[config.mk]
export PLATFORM = sky130hd
export DESIGN_NAME = mhr_holding_regs
export DESIGN_NICKNAME = d
export VERILOG_FILES = /design/src/design/mhr_pkg.sv /design/src/design/mhr_holding_regs.sv
export VERILOG_INCLUDE_DIRS = /design/src /design/src/design
export SDC_FILE = /design/constraint.sdc
export NUM_CORES = 1
export LEC_CHECK = 0
export BUFFER_PORTS_ARGS = -buffer_cell sky130_fd_sc_hd__buf_4
export CORE_MARGIN = 3
export CORE_UTILIZATION = 25
export DETAILED_ROUTE_END_ITERATION = 7
export SYNTH_ARGS = -nofsm -noshare
export SYNTH_HDL_FRONTEND = slang
export SYNTH_SLANG_ARGS = --single-unit
[constraint.sdc]
create_clock -name CLK -period 2.7 [get_ports CLK]
set_input_delay 0.135 -clock CLK [delete_from_list [all_inputs] [get_ports CLK]]
set_output_delay 0.135 -clock CLK [all_outputs]
set_load 0.005 [all_outputs]
[src/design/mhr_defines.svh]
// register addresses, function codes, limits and reset values
`ifndef MHR_DEFINES_SVH
`define MHR_DEFINES_SVH

// function codes
`define MHR_FC_RD_HOLD   8'h03
`define MHR_FC_RD_INPUT  8'h04
`define MHR_FC_WR_SINGLE 8'h06
`define MHR_FC_RD_EXC    8'h07
`define MHR_FC_SLAVE_ID  8'h11
`define MHR_FC_WR_MULTI  8'h16

// exception codes
`define MHR_EX_NONE      8'h00
`define MHR_EX_ILL_FUNC  8'h01
`define MHR_EX_ILL_ADDR  8'h02
`define MHR_EX_ILL_VAL   8'h03

// action key
`define MHR_ACTION_KEY   16'h3247

// holding register addresses
`define MHR_A_RESET      16'h0000
`define MHR_A_MEAS_START 16'h0001
`define MHR_A_MEAS_STOP  16'h0002
`define MHR_A_LASER_ON   16'h0003
`define MHR_A_LASER_OFF  16'h0004
`define MHR_A_CAL_AH     16'h0005
`define MHR_A_CAL_H      16'h0006
`define MHR_A_DEF_START  16'h0007
`define MHR_A_DEF_STOP   16'h0008
`define MHR_A_LAST_ACT   16'h0008
`define MHR_A_BLK_MODE   16'h0009
`define MHR_A_WIN_MODE   16'h000a
`define MHR_A_EXT_PIN    16'h000b
`define MHR_A_PON_DEF    16'h000c
`define MHR_A_REF_HGT    16'h000d
`define MHR_A_REF_TILT   16'h000e
`define MHR_A_LIVE_ANG   16'h000f
`define MHR_A_ACC_TIME   16'h0010
`define MHR_A_MAX_STEP   16'h0011
`define MHR_A_LSR_MODE   16'h0012
`define MHR_A_LSR_IVL    16'h0013
`define MHR_A_LAST       16'h0013

// parameter limits
`define MHR_MODE_MAX     16'h0003
`define MHR_BOOL_MAX     16'h0001
`define MHR_HGT_LIM      16'sd16000
`define MHR_TILT_LIM     16'sd180
`define MHR_STEP_LIM     16'sd20000
`define MHR_IVL_MIN      16'd1000
`define MHR_IVL_MAX      16'd60000

// addressing
`define MHR_ADDR_MAX     8'd247
`define MHR_BROADCAST    8'h00

// reset values of the active parameter set
`define MHR_RST_IVL      16'd10000
`define MHR_RST_STEP     16'd20
`define MHR_RST_ACC      16'd600

`endif

[src/design/mhr_pkg.sv]
// types shared by the holding register layer
package mhr_pkg;

  // one decoded register request from the frame layer
  typedef struct packed {
    logic [7:0]  slave_addr;
    logic [7:0]  func;
    logic [15:0] addr;
    logic [15:0] data;
  } mhr_req_s;

  // answer returned to the frame layer
  typedef struct packed {
    logic        to_send;
    logic [7:0]  exc;
    logic [15:0] data;
  } mhr_rsp_s;

  // one-hot style action pulses
  typedef struct packed {
    logic sensor_reset;
    logic meas_start;
    logic meas_stop;
    logic laser_on;
    logic laser_off;
    logic cal_angle_height;
    logic cal_height;
    logic defrost_start;
    logic defrost_stop;
  } mhr_act_s;

  typedef enum logic [1:0] {
    MHR_IDLE   = 2'b00,
    MHR_ANSWER = 2'b01
  } mhr_state_e;

endpackage : mhr_pkg

[src/design/mhr_holding_regs.sv]
// holding register map and request decode of the modbus slave layer
// Behaviour
// accept 03 04 06 07 11 16 functions
// answer slave identity on broadcast too
// parameters held as 16-bit integers
// reads return active value only
// writes stored, active after reset
// out-of-limit write gets illegal value
// actions fire only on key 0x3247
// action not possible gets illegal value
// action registers read as zero
// action zero resets the sensor
// actions 1-8 in documented order
// state-gated actions refused when not allowed
// heater modes off auto defrost stop
// external pin and power-on defrost flags
// reference height within plus minus 16000
// angle select, tilt within 180
// accept time full 16-bit range
// max height step within 20000
// laser interval 1000 to 60000
// slave address is id clamped 247
// bad address illegal address, value 03
// laser mode accepts only zero
`timescale 1ns/1ns
`include "mhr_defines.svh"

module mhr_holding_regs
  import mhr_pkg::*;
#(
  parameter int REGS = 20
) (
  input  wire logic        CLK,
  input  wire logic        RST,
  input  wire logic [7:0]  DEVICE_ID,
  input  wire logic        REQ_VALID,
  input  wire mhr_req_s    REQ,
  input  wire logic        MEAS_ACTIVE,
  input  wire logic        LASER_ACTIVE,
  input  wire logic        CAL_ACTIVE,
  input  wire logic        DEFROST_ACTIVE,
  input  wire logic [15:0] NV_DATA,
  input  wire logic        NV_LOAD,
  input  wire logic [4:0]  NV_LOAD_ADDR,
  output logic             RSP_VALID,
  output mhr_rsp_s         RSP,
  output mhr_act_s         ACTION,
  output logic             NV_WRITE,
  output logic [4:0]       NV_WR_ADDR,
  output logic [15:0]      NV_WR_DATA,
  output logic [15:0]      ACTIVE_PARAMS [REGS],
  output logic [7:0]       SLAVE_ADDR
);

  // ------------------------------------------------------------
  // address and function decode
  // ------------------------------------------------------------

  // state inputs come from the sensor core on this clock
  logic [7:0]  own_addr;
  logic        addr_match;
  logic        is_bcast;
  logic        is_write;
  logic        is_read;
  logic        known_func;
  logic        addr_ok;
  logic        is_action;
  logic        key_ok;
  logic        act_allowed;
  logic        val_ok;
  logic [7:0]  exc_d;
  logic        answer;
  logic [15:0] rd_data;

  // limit check per parameter address, used by the write path
  function automatic logic param_in_limits(input logic [15:0] a,
                                           input logic [15:0] v);
    logic signed [15:0] s;
    s = v;
    if (a == `MHR_A_BLK_MODE || a == `MHR_A_WIN_MODE)
      return v <= `MHR_MODE_MAX;
    else if (a == `MHR_A_EXT_PIN || a == `MHR_A_PON_DEF)
      return v <= `MHR_BOOL_MAX;
    else if (a == `MHR_A_REF_HGT)
      return s >= -`MHR_HGT_LIM && s <= `MHR_HGT_LIM;
    else if (a == `MHR_A_REF_TILT)
      return s >= -`MHR_TILT_LIM && s <= `MHR_TILT_LIM;
    else if (a == `MHR_A_LIVE_ANG)
      return v <= `MHR_BOOL_MAX;
    else if (a == `MHR_A_ACC_TIME)
      return 1'b1;
    else if (a == `MHR_A_MAX_STEP)
      return s >= -`MHR_STEP_LIM && s <= `MHR_STEP_LIM;
    else if (a == `MHR_A_LSR_MODE)
      return v == 16'h0000;
    else if (a == `MHR_A_LSR_IVL)
      return v >= `MHR_IVL_MIN && v <= `MHR_IVL_MAX;
    else
      return 1'b0;
  endfunction : param_in_limits

  // slave address, id above the modbus range clamps
  assign own_addr = (DEVICE_ID > `MHR_ADDR_MAX) ? `MHR_ADDR_MAX
                                                : DEVICE_ID;
  assign is_bcast   = REQ.slave_addr == `MHR_BROADCAST;
  assign addr_match = (REQ.slave_addr == own_addr) ||
                      (is_bcast && REQ.func == `MHR_FC_SLAVE_ID);
  assign is_write   = REQ.func == `MHR_FC_WR_SINGLE ||
                      REQ.func == `MHR_FC_WR_MULTI;
  assign is_read    = REQ.func == `MHR_FC_RD_HOLD;
  assign known_func = is_write || is_read ||
                      REQ.func == `MHR_FC_RD_INPUT ||
                      REQ.func == `MHR_FC_RD_EXC ||
                      REQ.func == `MHR_FC_SLAVE_ID;
  assign addr_ok    = REQ.addr <= `MHR_A_LAST;
  assign is_action  = REQ.addr <= `MHR_A_LAST_ACT;
  assign key_ok     = REQ.data == `MHR_ACTION_KEY;

  // ------------------------------------------------------------
  // action gating against the operating state
  // ------------------------------------------------------------

  // an action already running is refused as well as a conflict
  always_comb begin
    act_allowed = 1'b1;
    case (REQ.addr)
      `MHR_A_MEAS_START: act_allowed = !MEAS_ACTIVE && !CAL_ACTIVE;
      `MHR_A_MEAS_STOP:  act_allowed = MEAS_ACTIVE;
      `MHR_A_LASER_ON:   act_allowed = !LASER_ACTIVE && !MEAS_ACTIVE
                                       && !CAL_ACTIVE;
      `MHR_A_LASER_OFF:  act_allowed = LASER_ACTIVE;
      `MHR_A_CAL_AH,
      `MHR_A_CAL_H:      act_allowed = !CAL_ACTIVE && !LASER_ACTIVE;
      `MHR_A_DEF_START:  act_allowed = !DEFROST_ACTIVE;
      `MHR_A_DEF_STOP:   act_allowed = DEFROST_ACTIVE;
      default:           act_allowed = 1'b1;
    endcase
  end

  // write acceptance: key and state for actions, limits for params
  assign val_ok = is_action ? (key_ok && act_allowed)
                            : param_in_limits(REQ.addr, REQ.data);

  // exception selection; illegal value is code 03
  always_comb begin
    exc_d = `MHR_EX_NONE;
    if (!known_func)
      exc_d = `MHR_EX_ILL_FUNC;
    else if ((is_read || is_write) && !addr_ok)
      exc_d = `MHR_EX_ILL_ADDR;
    else if (is_write && !val_ok)
      exc_d = `MHR_EX_ILL_VAL;
  end

  // broadcasts get no answer except slave identity
  assign answer = REQ_VALID && addr_match &&
                  (!is_bcast || REQ.func == `MHR_FC_SLAVE_ID);

  // ------------------------------------------------------------
  // register storage
  // ------------------------------------------------------------

  // active set only changes on reset and on an nv load, so a
  // write is not seen on read-back until its slot is loaded from nv
  logic [15:0] active_q [REGS];
  logic        do_write;
  logic        do_param;
  logic        do_action;

  assign do_write  = REQ_VALID && addr_match && is_write &&
                     addr_ok && val_ok;
  assign do_param  = do_write && !is_action;
  assign do_action = do_write && is_action;

  // parameter slots load from nv storage, actions keep zero
  genvar g;
  generate
    for (g = 0; g < REGS; g++) begin : g_reg
      always_ff @(posedge CLK) begin
        if (RST)
          active_q[g] <= (g == 19) ? `MHR_RST_IVL :
                         (g == 17) ? `MHR_RST_STEP :
                         (g == 16) ? `MHR_RST_ACC : 16'h0000;
        else if (NV_LOAD && NV_LOAD_ADDR == 5'(g) &&
                 g > int'(`MHR_A_LAST_ACT))
          active_q[g] <= NV_DATA;
      end
      assign ACTIVE_PARAMS[g] = active_q[g];
    end
  endgenerate

  // read data: actions read zero, params read the active value
  assign rd_data = is_action ? 16'h0000
                             : active_q[REQ.addr[4:0]];

  // ------------------------------------------------------------
  // response, nv write and action pulses
  // ------------------------------------------------------------

  mhr_state_e state_q;
  mhr_state_e state_d;

  assign state_d = answer ? MHR_ANSWER : MHR_IDLE;

  always_ff @(posedge CLK) begin
    if (RST) begin
      state_q    <= MHR_IDLE;
      RSP        <= '0;
      NV_WRITE   <= 1'b0;
      NV_WR_ADDR <= 5'h00;
      NV_WR_DATA <= 16'h0000;
      ACTION     <= '0;
      SLAVE_ADDR <= 8'h00;
    end else begin
      state_q    <= state_d;
      SLAVE_ADDR <= own_addr;
      NV_WRITE   <= do_param;
      if (do_param) begin
        NV_WR_ADDR <= REQ.addr[4:0];
        NV_WR_DATA <= REQ.data;
      end
      // one-cycle action pulses in register order
      ACTION.sensor_reset <= do_action && REQ.addr == `MHR_A_RESET;
      ACTION.meas_start <= do_action && REQ.addr == `MHR_A_MEAS_START;
      ACTION.meas_stop <= do_action && REQ.addr == `MHR_A_MEAS_STOP;
      ACTION.laser_on <= do_action && REQ.addr == `MHR_A_LASER_ON;
      ACTION.laser_off <= do_action && REQ.addr == `MHR_A_LASER_OFF;
      ACTION.cal_angle_height <= do_action && REQ.addr == `MHR_A_CAL_AH;
      ACTION.cal_height <= do_action && REQ.addr == `MHR_A_CAL_H;
      ACTION.defrost_start <= do_action && REQ.addr == `MHR_A_DEF_START;
      ACTION.defrost_stop <= do_action && REQ.addr == `MHR_A_DEF_STOP;
      if (answer) begin
        RSP.to_send <= 1'b1;
        RSP.exc     <= exc_d;
        RSP.data    <= (is_read && exc_d == `MHR_EX_NONE) ? rd_data
                                                        : REQ.data;
      end else begin
        RSP.to_send <= 1'b0;
      end
    end
  end

  // response strobe follows the answer state
  assign RSP_VALID = state_q == MHR_ANSWER;

endmodule : mhr_holding_regs

# Yosys cells after proc, flatten, opt, wreduce, memory -nomap -nowiden
# Memories as Yosys holds them, arrays and structs flattened.
# Index checks and enable logic that the tools add are counted.
[word_totals] regBits=66 out_inout_bits=385 mem_bits_rw=320 elab_cells=208 mem_count=1 inputBits=85
[op_classes] eq_ne=39 reduce_logical=62 n_bitwise=11 n_lt_le_gt_ge=13 muxes=65
[memory_table] memory="active_q" words=20 width=16 read_ports=21 rd_clocked_by_memory_dff=0 write_ports=20 line_no="mhr_holding_regs.sv:165" rtl="logic [15:0] active_q [REGS];"
[ops] cell="$mux 16" count=13
[ops] cell="$eq 16x4->1 const B" count=8
[ops] cell="$eq 16x3->1 const B" count=4
[ops] cell="$eq 16x5->1 const B" count=4
[ops] cell="$mux 1" count=47
[ops] cell="$logic_and 1x1->1" count=40
[ops] cell="$eq 5x4->1 const B" count=7
[ops] cell="$eq 16x2->1 const B" count=2
[ops] cell="$le 16x16->1 const B" count=2
[ops] cell="$logic_not 16->1" count=2
[ops] cell="$eq 8x3->1 const B" count=3
[ops] cell="$eq 5x5->1 const B" count=4
[ops] cell="$eq 16x1->1 const B" count=1
[ops] cell="$eq 16x14->1 const B" count=1
[ops] cell="$eq 8x5->1 const B" count=2
[ops] cell="$ge 16x10->1 const B" count=1
[ops] cell="$ge 16x15->1 const B" count=1
[ops] cell="$ge 16x16->1 const B" count=1
[ops] cell="$ge 16x9->1 const B" count=1
[ops] cell="$le 16x1->1 const B" count=1
[ops] cell="$le 16x15->1 const B" count=1
[ops] cell="$le 16x2->1 const B" count=1
[ops] cell="$le 16x4->1 const B" count=1
[ops] cell="$le 16x5->1 const B" count=1
[ops] cell="13 further kinds" count=41

# Depth between registers and ports, before layout
[logic_depth] word_depth=20 depth_mapped=11 ltp_nobuf=7

# Worst setup path after synthesis
# No wires, ideal clock.
[synth_path] path_kind="input port to flip-flop" start="in REQ[11] (netlist bit)" end="reg NV_WR_ADDR[2]" cell_stages=9 setup_slack_ns=-0.118 t_required_ns=2.605 arrival_ns=2.723 cell_sequence="buf_2 > or4_4 > or3_4 > or4_4 > a311oi_2 > a211oi_1 > buf_6 > or4_1 > o311ai_1"
[synth_between] elab_chain_len=14 elab_cells_between_ends=29 cone_classes="10 x order compare; 1 x eq/ne; 10 x mux; 8 x reduce/logical"
[synth_lines] item="start, declared" line_no="mhr_holding_regs.sv:37" rtl="input wire mhr_req_s REQ,"
[synth_lines] item="$ge 16x10->1 (no line) / $le 16x16->1 (equally long branches)"
[synth_lines] item="$logic_and 1x1->1 (no line)"
[synth_lines] item="$mux 1" line_no="mhr_holding_regs.sv:96" rtl="else if (a == `MHR_A_LSR_IVL)"
[synth_lines] item="$mux 1" line_no="mhr_holding_regs.sv:94" rtl="else if (a == `MHR_A_LSR_MODE)"
[synth_lines] item="$mux 1" line_no="mhr_holding_regs.sv:92" rtl="else if (a == `MHR_A_MAX_STEP)"
[synth_lines] item="$mux 1" line_no="mhr_holding_regs.sv:90" rtl="else if (a == `MHR_A_ACC_TIME)"
[synth_lines] item="$mux 1" line_no="mhr_holding_regs.sv:88" rtl="else if (a == `MHR_A_LIVE_ANG)"
[synth_lines] item="$mux 1" line_no="mhr_holding_regs.sv:86" rtl="else if (a == `MHR_A_REF_TILT)"
[synth_lines] item="$mux 1" line_no="mhr_holding_regs.sv:84" rtl="else if (a == `MHR_A_REF_HGT)"
[synth_lines] item="$mux 1" line_no="mhr_holding_regs.sv:82" rtl="else if (a == `MHR_A_EXT_PIN || a == `MHR_A_PON_DEF)"
[synth_lines] item="$mux 1" line_no="mhr_holding_regs.sv:80" rtl="if (a == `MHR_A_BLK_MODE || a == `MHR_A_WIN_MODE)"
[synth_lines] item="$mux 1 *" line_no="mhr_holding_regs.sv:141" rtl="assign val_ok = is_action ? (key_ok && act_allowed)"
[synth_lines] item="$logic_and 1x1->1 *" line_no="mhr_holding_regs.sv:171" rtl="addr_ok && val_ok;"
[synth_lines] item="$logic_and 1x1->1 *" line_no="mhr_holding_regs.sv:172" rtl="assign do_param = do_write && !is_action;"
[synth_lines] item="end signal, assigned" line_no="mhr_holding_regs.sv:219" rtl="NV_WR_ADDR <= REQ.addr[4:0];"
[synth_lines] item="end, declared" line_no="mhr_holding_regs.sv:49" rtl="output logic [4:0] NV_WR_ADDR,"
# Mark *: on every way between the ends. The rest lies on a longest branch, timed or not.
# A chain may end at the register's enable or synchronous reset.

# Worst setup path in the final report
[layout_path] start="in REQ[2] (netlist bit)" end="reg NV_WR_ADDR[2]"
# The elaborated chain is that of the path after synthesis.

==> flow_summary.ini <==
[logic_synthesis]
synth-seq-cells = 234
synth_edf_count = 176
synth_seq_area_share = 0.497
yosys.area.top_type = edfxtp_1
synth-async-reset-ratio = 0
synth_cells = 1211
yosys_warnings = 0
synth_top_flop_cell = edfxtp_1
netlist.area_leader.share = 0.407
synth_area_mm2 = 0.0130
syn_avg_cell_area_um2 = 10.7
yosysUniqueCellTypes = 60
synthTopCellsByArea = edfxtp_1, dfxtp_1, buf_4

[setup_path]
startpoint = REQ[2]
cp_data_required_time_ns = 3.14
path_class = input pin to register
slowest_stage = or4_4
worstPathArrival_ns = 2.90
crit_fanout = 7
cp_cell_sequence = buf_4 > or4_4 > or4_4 > or4_4 > a311oi_2 > a211oi_2 > buf_4 > or4_1 > o311ai_1
max_stage_delay_ns = 0.53
cpMostUsedCell = or4_4
path_buf_inv = 2
start_kind = input pin
critical-path-top-delay-family = simple AND/OR/NAND/NOR gates
critPathCaptureType = register
rr_startpoint = active_q[15][7]

[timing]
period_share = 0.909
min_period_ns = 2.45
rsz0062_at_grt = false
setup_viol = 0
fin_setup_tns_ns = 0
slew_violations = 0
max_slew_margin = 0.340
fin_skew_ns = 0.0139
worst_slack_ns = 0.246
tightestPinTransition_ns = 0.983
finalHoldViolations = 0
max_freq_ghz = 0.407

[clock_tree]
clk_pin_slew_worst_paths_ns = 0.06
htreeDepth = 1
tritoncts = built
cts_made_buffers = 29
post_cts_buffers = 0
cts_sinks = 234
clockBufferDepth = 3
worstSkewPairLatency_ns = 0.56
cts-root-buf = clkbuf_16

[final_layout]
diodes = 0
final_cell_area_mm2 = 0.0173
nFillCells = 5166
final_cell_mix = buf_4, edfxtp_1, and2_1, conb_1, nand2_1
nNetsFinal = 1655
syn2layout_area_growth_pct = 33.1
drive_gt1_frac = 0.330
final_core_util = 0.341
layout_commonest_cell = buf_4

[power_and_ir_drop]
power_leakage_nw = 6.77
power.density_mw_per_mm2 = 556
vdd_drop_max_uv = 439
total_power_w = 0.00960

[die]
die_w_um = 234
die-area_mm2 = 0.0547
ios = 470
die_height_um = 234
core_region_area_mm2 = 0.0507
start_util = 0.256
num_rows = 82

[global_route]
antenna_found_initial = 0
overflow = 0
track_usage = 0.193
grt_pass1_wl_um = 76500
grt_max_degree = 42
grt_pass1_vias = 10500

[drt]
totalWireLength_um = 55500
vias = 11000
drtIter0Drc = 937
drcViolationCount = 0
ant_nets = 0
via_per_inst = 4.83
drtPass1Iterations = 5
wire_per_inst_um = 24.5

[placed_design]
place_congestion = 0.888
place_ws_ns = -0.333
post-dp-hpwl_um = 42800
portBuffers = 319
placed_area_mm2 = 0.0160

[outcome]
status = finished, final reports clean

[hold_path]
hold_path_class = input pin to register
hold_path.startpoint = REQ[9]

[run]
cap_violations = 0
[synth_stat cells (5+ instances only)]
cell	instances
clkbuf_1	86
o2111ai_1	5
or4_1	10
o41a_1	15
or3_1	10
a21oi_1	41
nand2b_1	17
mux2_2	17
nand4_1	6
buf_1	11
a311oi_1	9
a31oi_1	9
inv_1	23
xnor2_1	5
nor2b_1	13
o21ai_0	15
and2_1	168
nand2_1	90
nand3_1	18
o41ai_1	15
buf_4	151
a22oi_1	18
nor3_1	13
nor2_1	55
o211ai_1	52
dfxtp_1	58
edfxtp_1	176
mux4_2	32
nor4_1	16
o311ai_0	5
[state kept, by name (all words and copies together) (netlist names)]
register    flops
ACTION          9
NV_WRITE        1
NV_WR_ADDR      5
NV_WR_DATA     16
RSP            19
SLAVE_ADDR      8
active_q      176
[stage by stage]
step           cells  hold WS (ns)
3_5_place_dp    2186         0.387
5_1_grt         2265        0.0380
4_1_cts         2265        0.0115
2_1_floorplan   1360         0.256
3_3_place_gp    2186         0.383
6_report        2265        0.0491
[worst reg2reg max path: cells and delay by family, from the launching register on]
| family | cells | cell delay [ns] |
|---|---|---|
| AOI/OAI and AO/OA | 4 | 0.78 |
| muxes | 1 | 0.58 |
| DFF | 1 | 0.40 |
[cell type report]
cell class	instances	area, µm²	share of cell area
clock buffers	33	771	0.0446
flip-flops and latches	234	6450	0.373
inverters	23	86.3	0.00500
multi-input cells	850	5500	0.319
clock inverters	21	236	0.0137
repair buffers	432	3380	0.196
well taps	672	841	0.0487
[final timing paths]
kind                   endpoint  slack [ns]  depth (start not counted)
hold reg to reg         RSP[11]        0.45                          2
setup / recovery  NV_WR_ADDR[2]        0.25                          9
setup reg to reg         RSP[7]        0.79                          5
hold / removal    NV_WR_DATA[9]        0.05                          4
[routing by layer]
metal	up-vias	share of wire	track usage
li1	4823	-	-
met1	5463	0.37	0.225
met2	605	0.51	0.352
met3	60	0.10	0.0550
met4	0	0.019	0.0386
met5	-	0	0
[report_power, final]
| group | internal (W) | switching (W) | total, W |
|---|---|---|---|
| clock network | 0.00244 | 0.00164 | 0.00408 |
| logic | 0.000595 | 0.000713 | 0.00131 |
| registers | 0.00406 | 0.000144 | 0.00421 |
| total | 0.00710 | 0.00250 | 0.00960 |
[kinds of logic after synthesis]
kind of cell / after synthesis / share of synthesized area
multiplexers: 50 / 0.0711
buffers and inverters: 276 / 0.125
XOR/XNOR: 5 / 0.00337
flip-flops: 234 / 0.497
other: 1 / 0.000289
AO/OA/AOI/OAI: 208 / 0.119
AND/OR/NAND/NOR: 437 / 0.184
[timing repair]
action / CTS / global route
resized for setup: 0 / 1
hold buffers: 25 / 0
endpoints found under the hold margin: 181 / 0
setup endpoints to repair: 0 / 12
No activity file was read; power rests on OpenSTA's default activity.
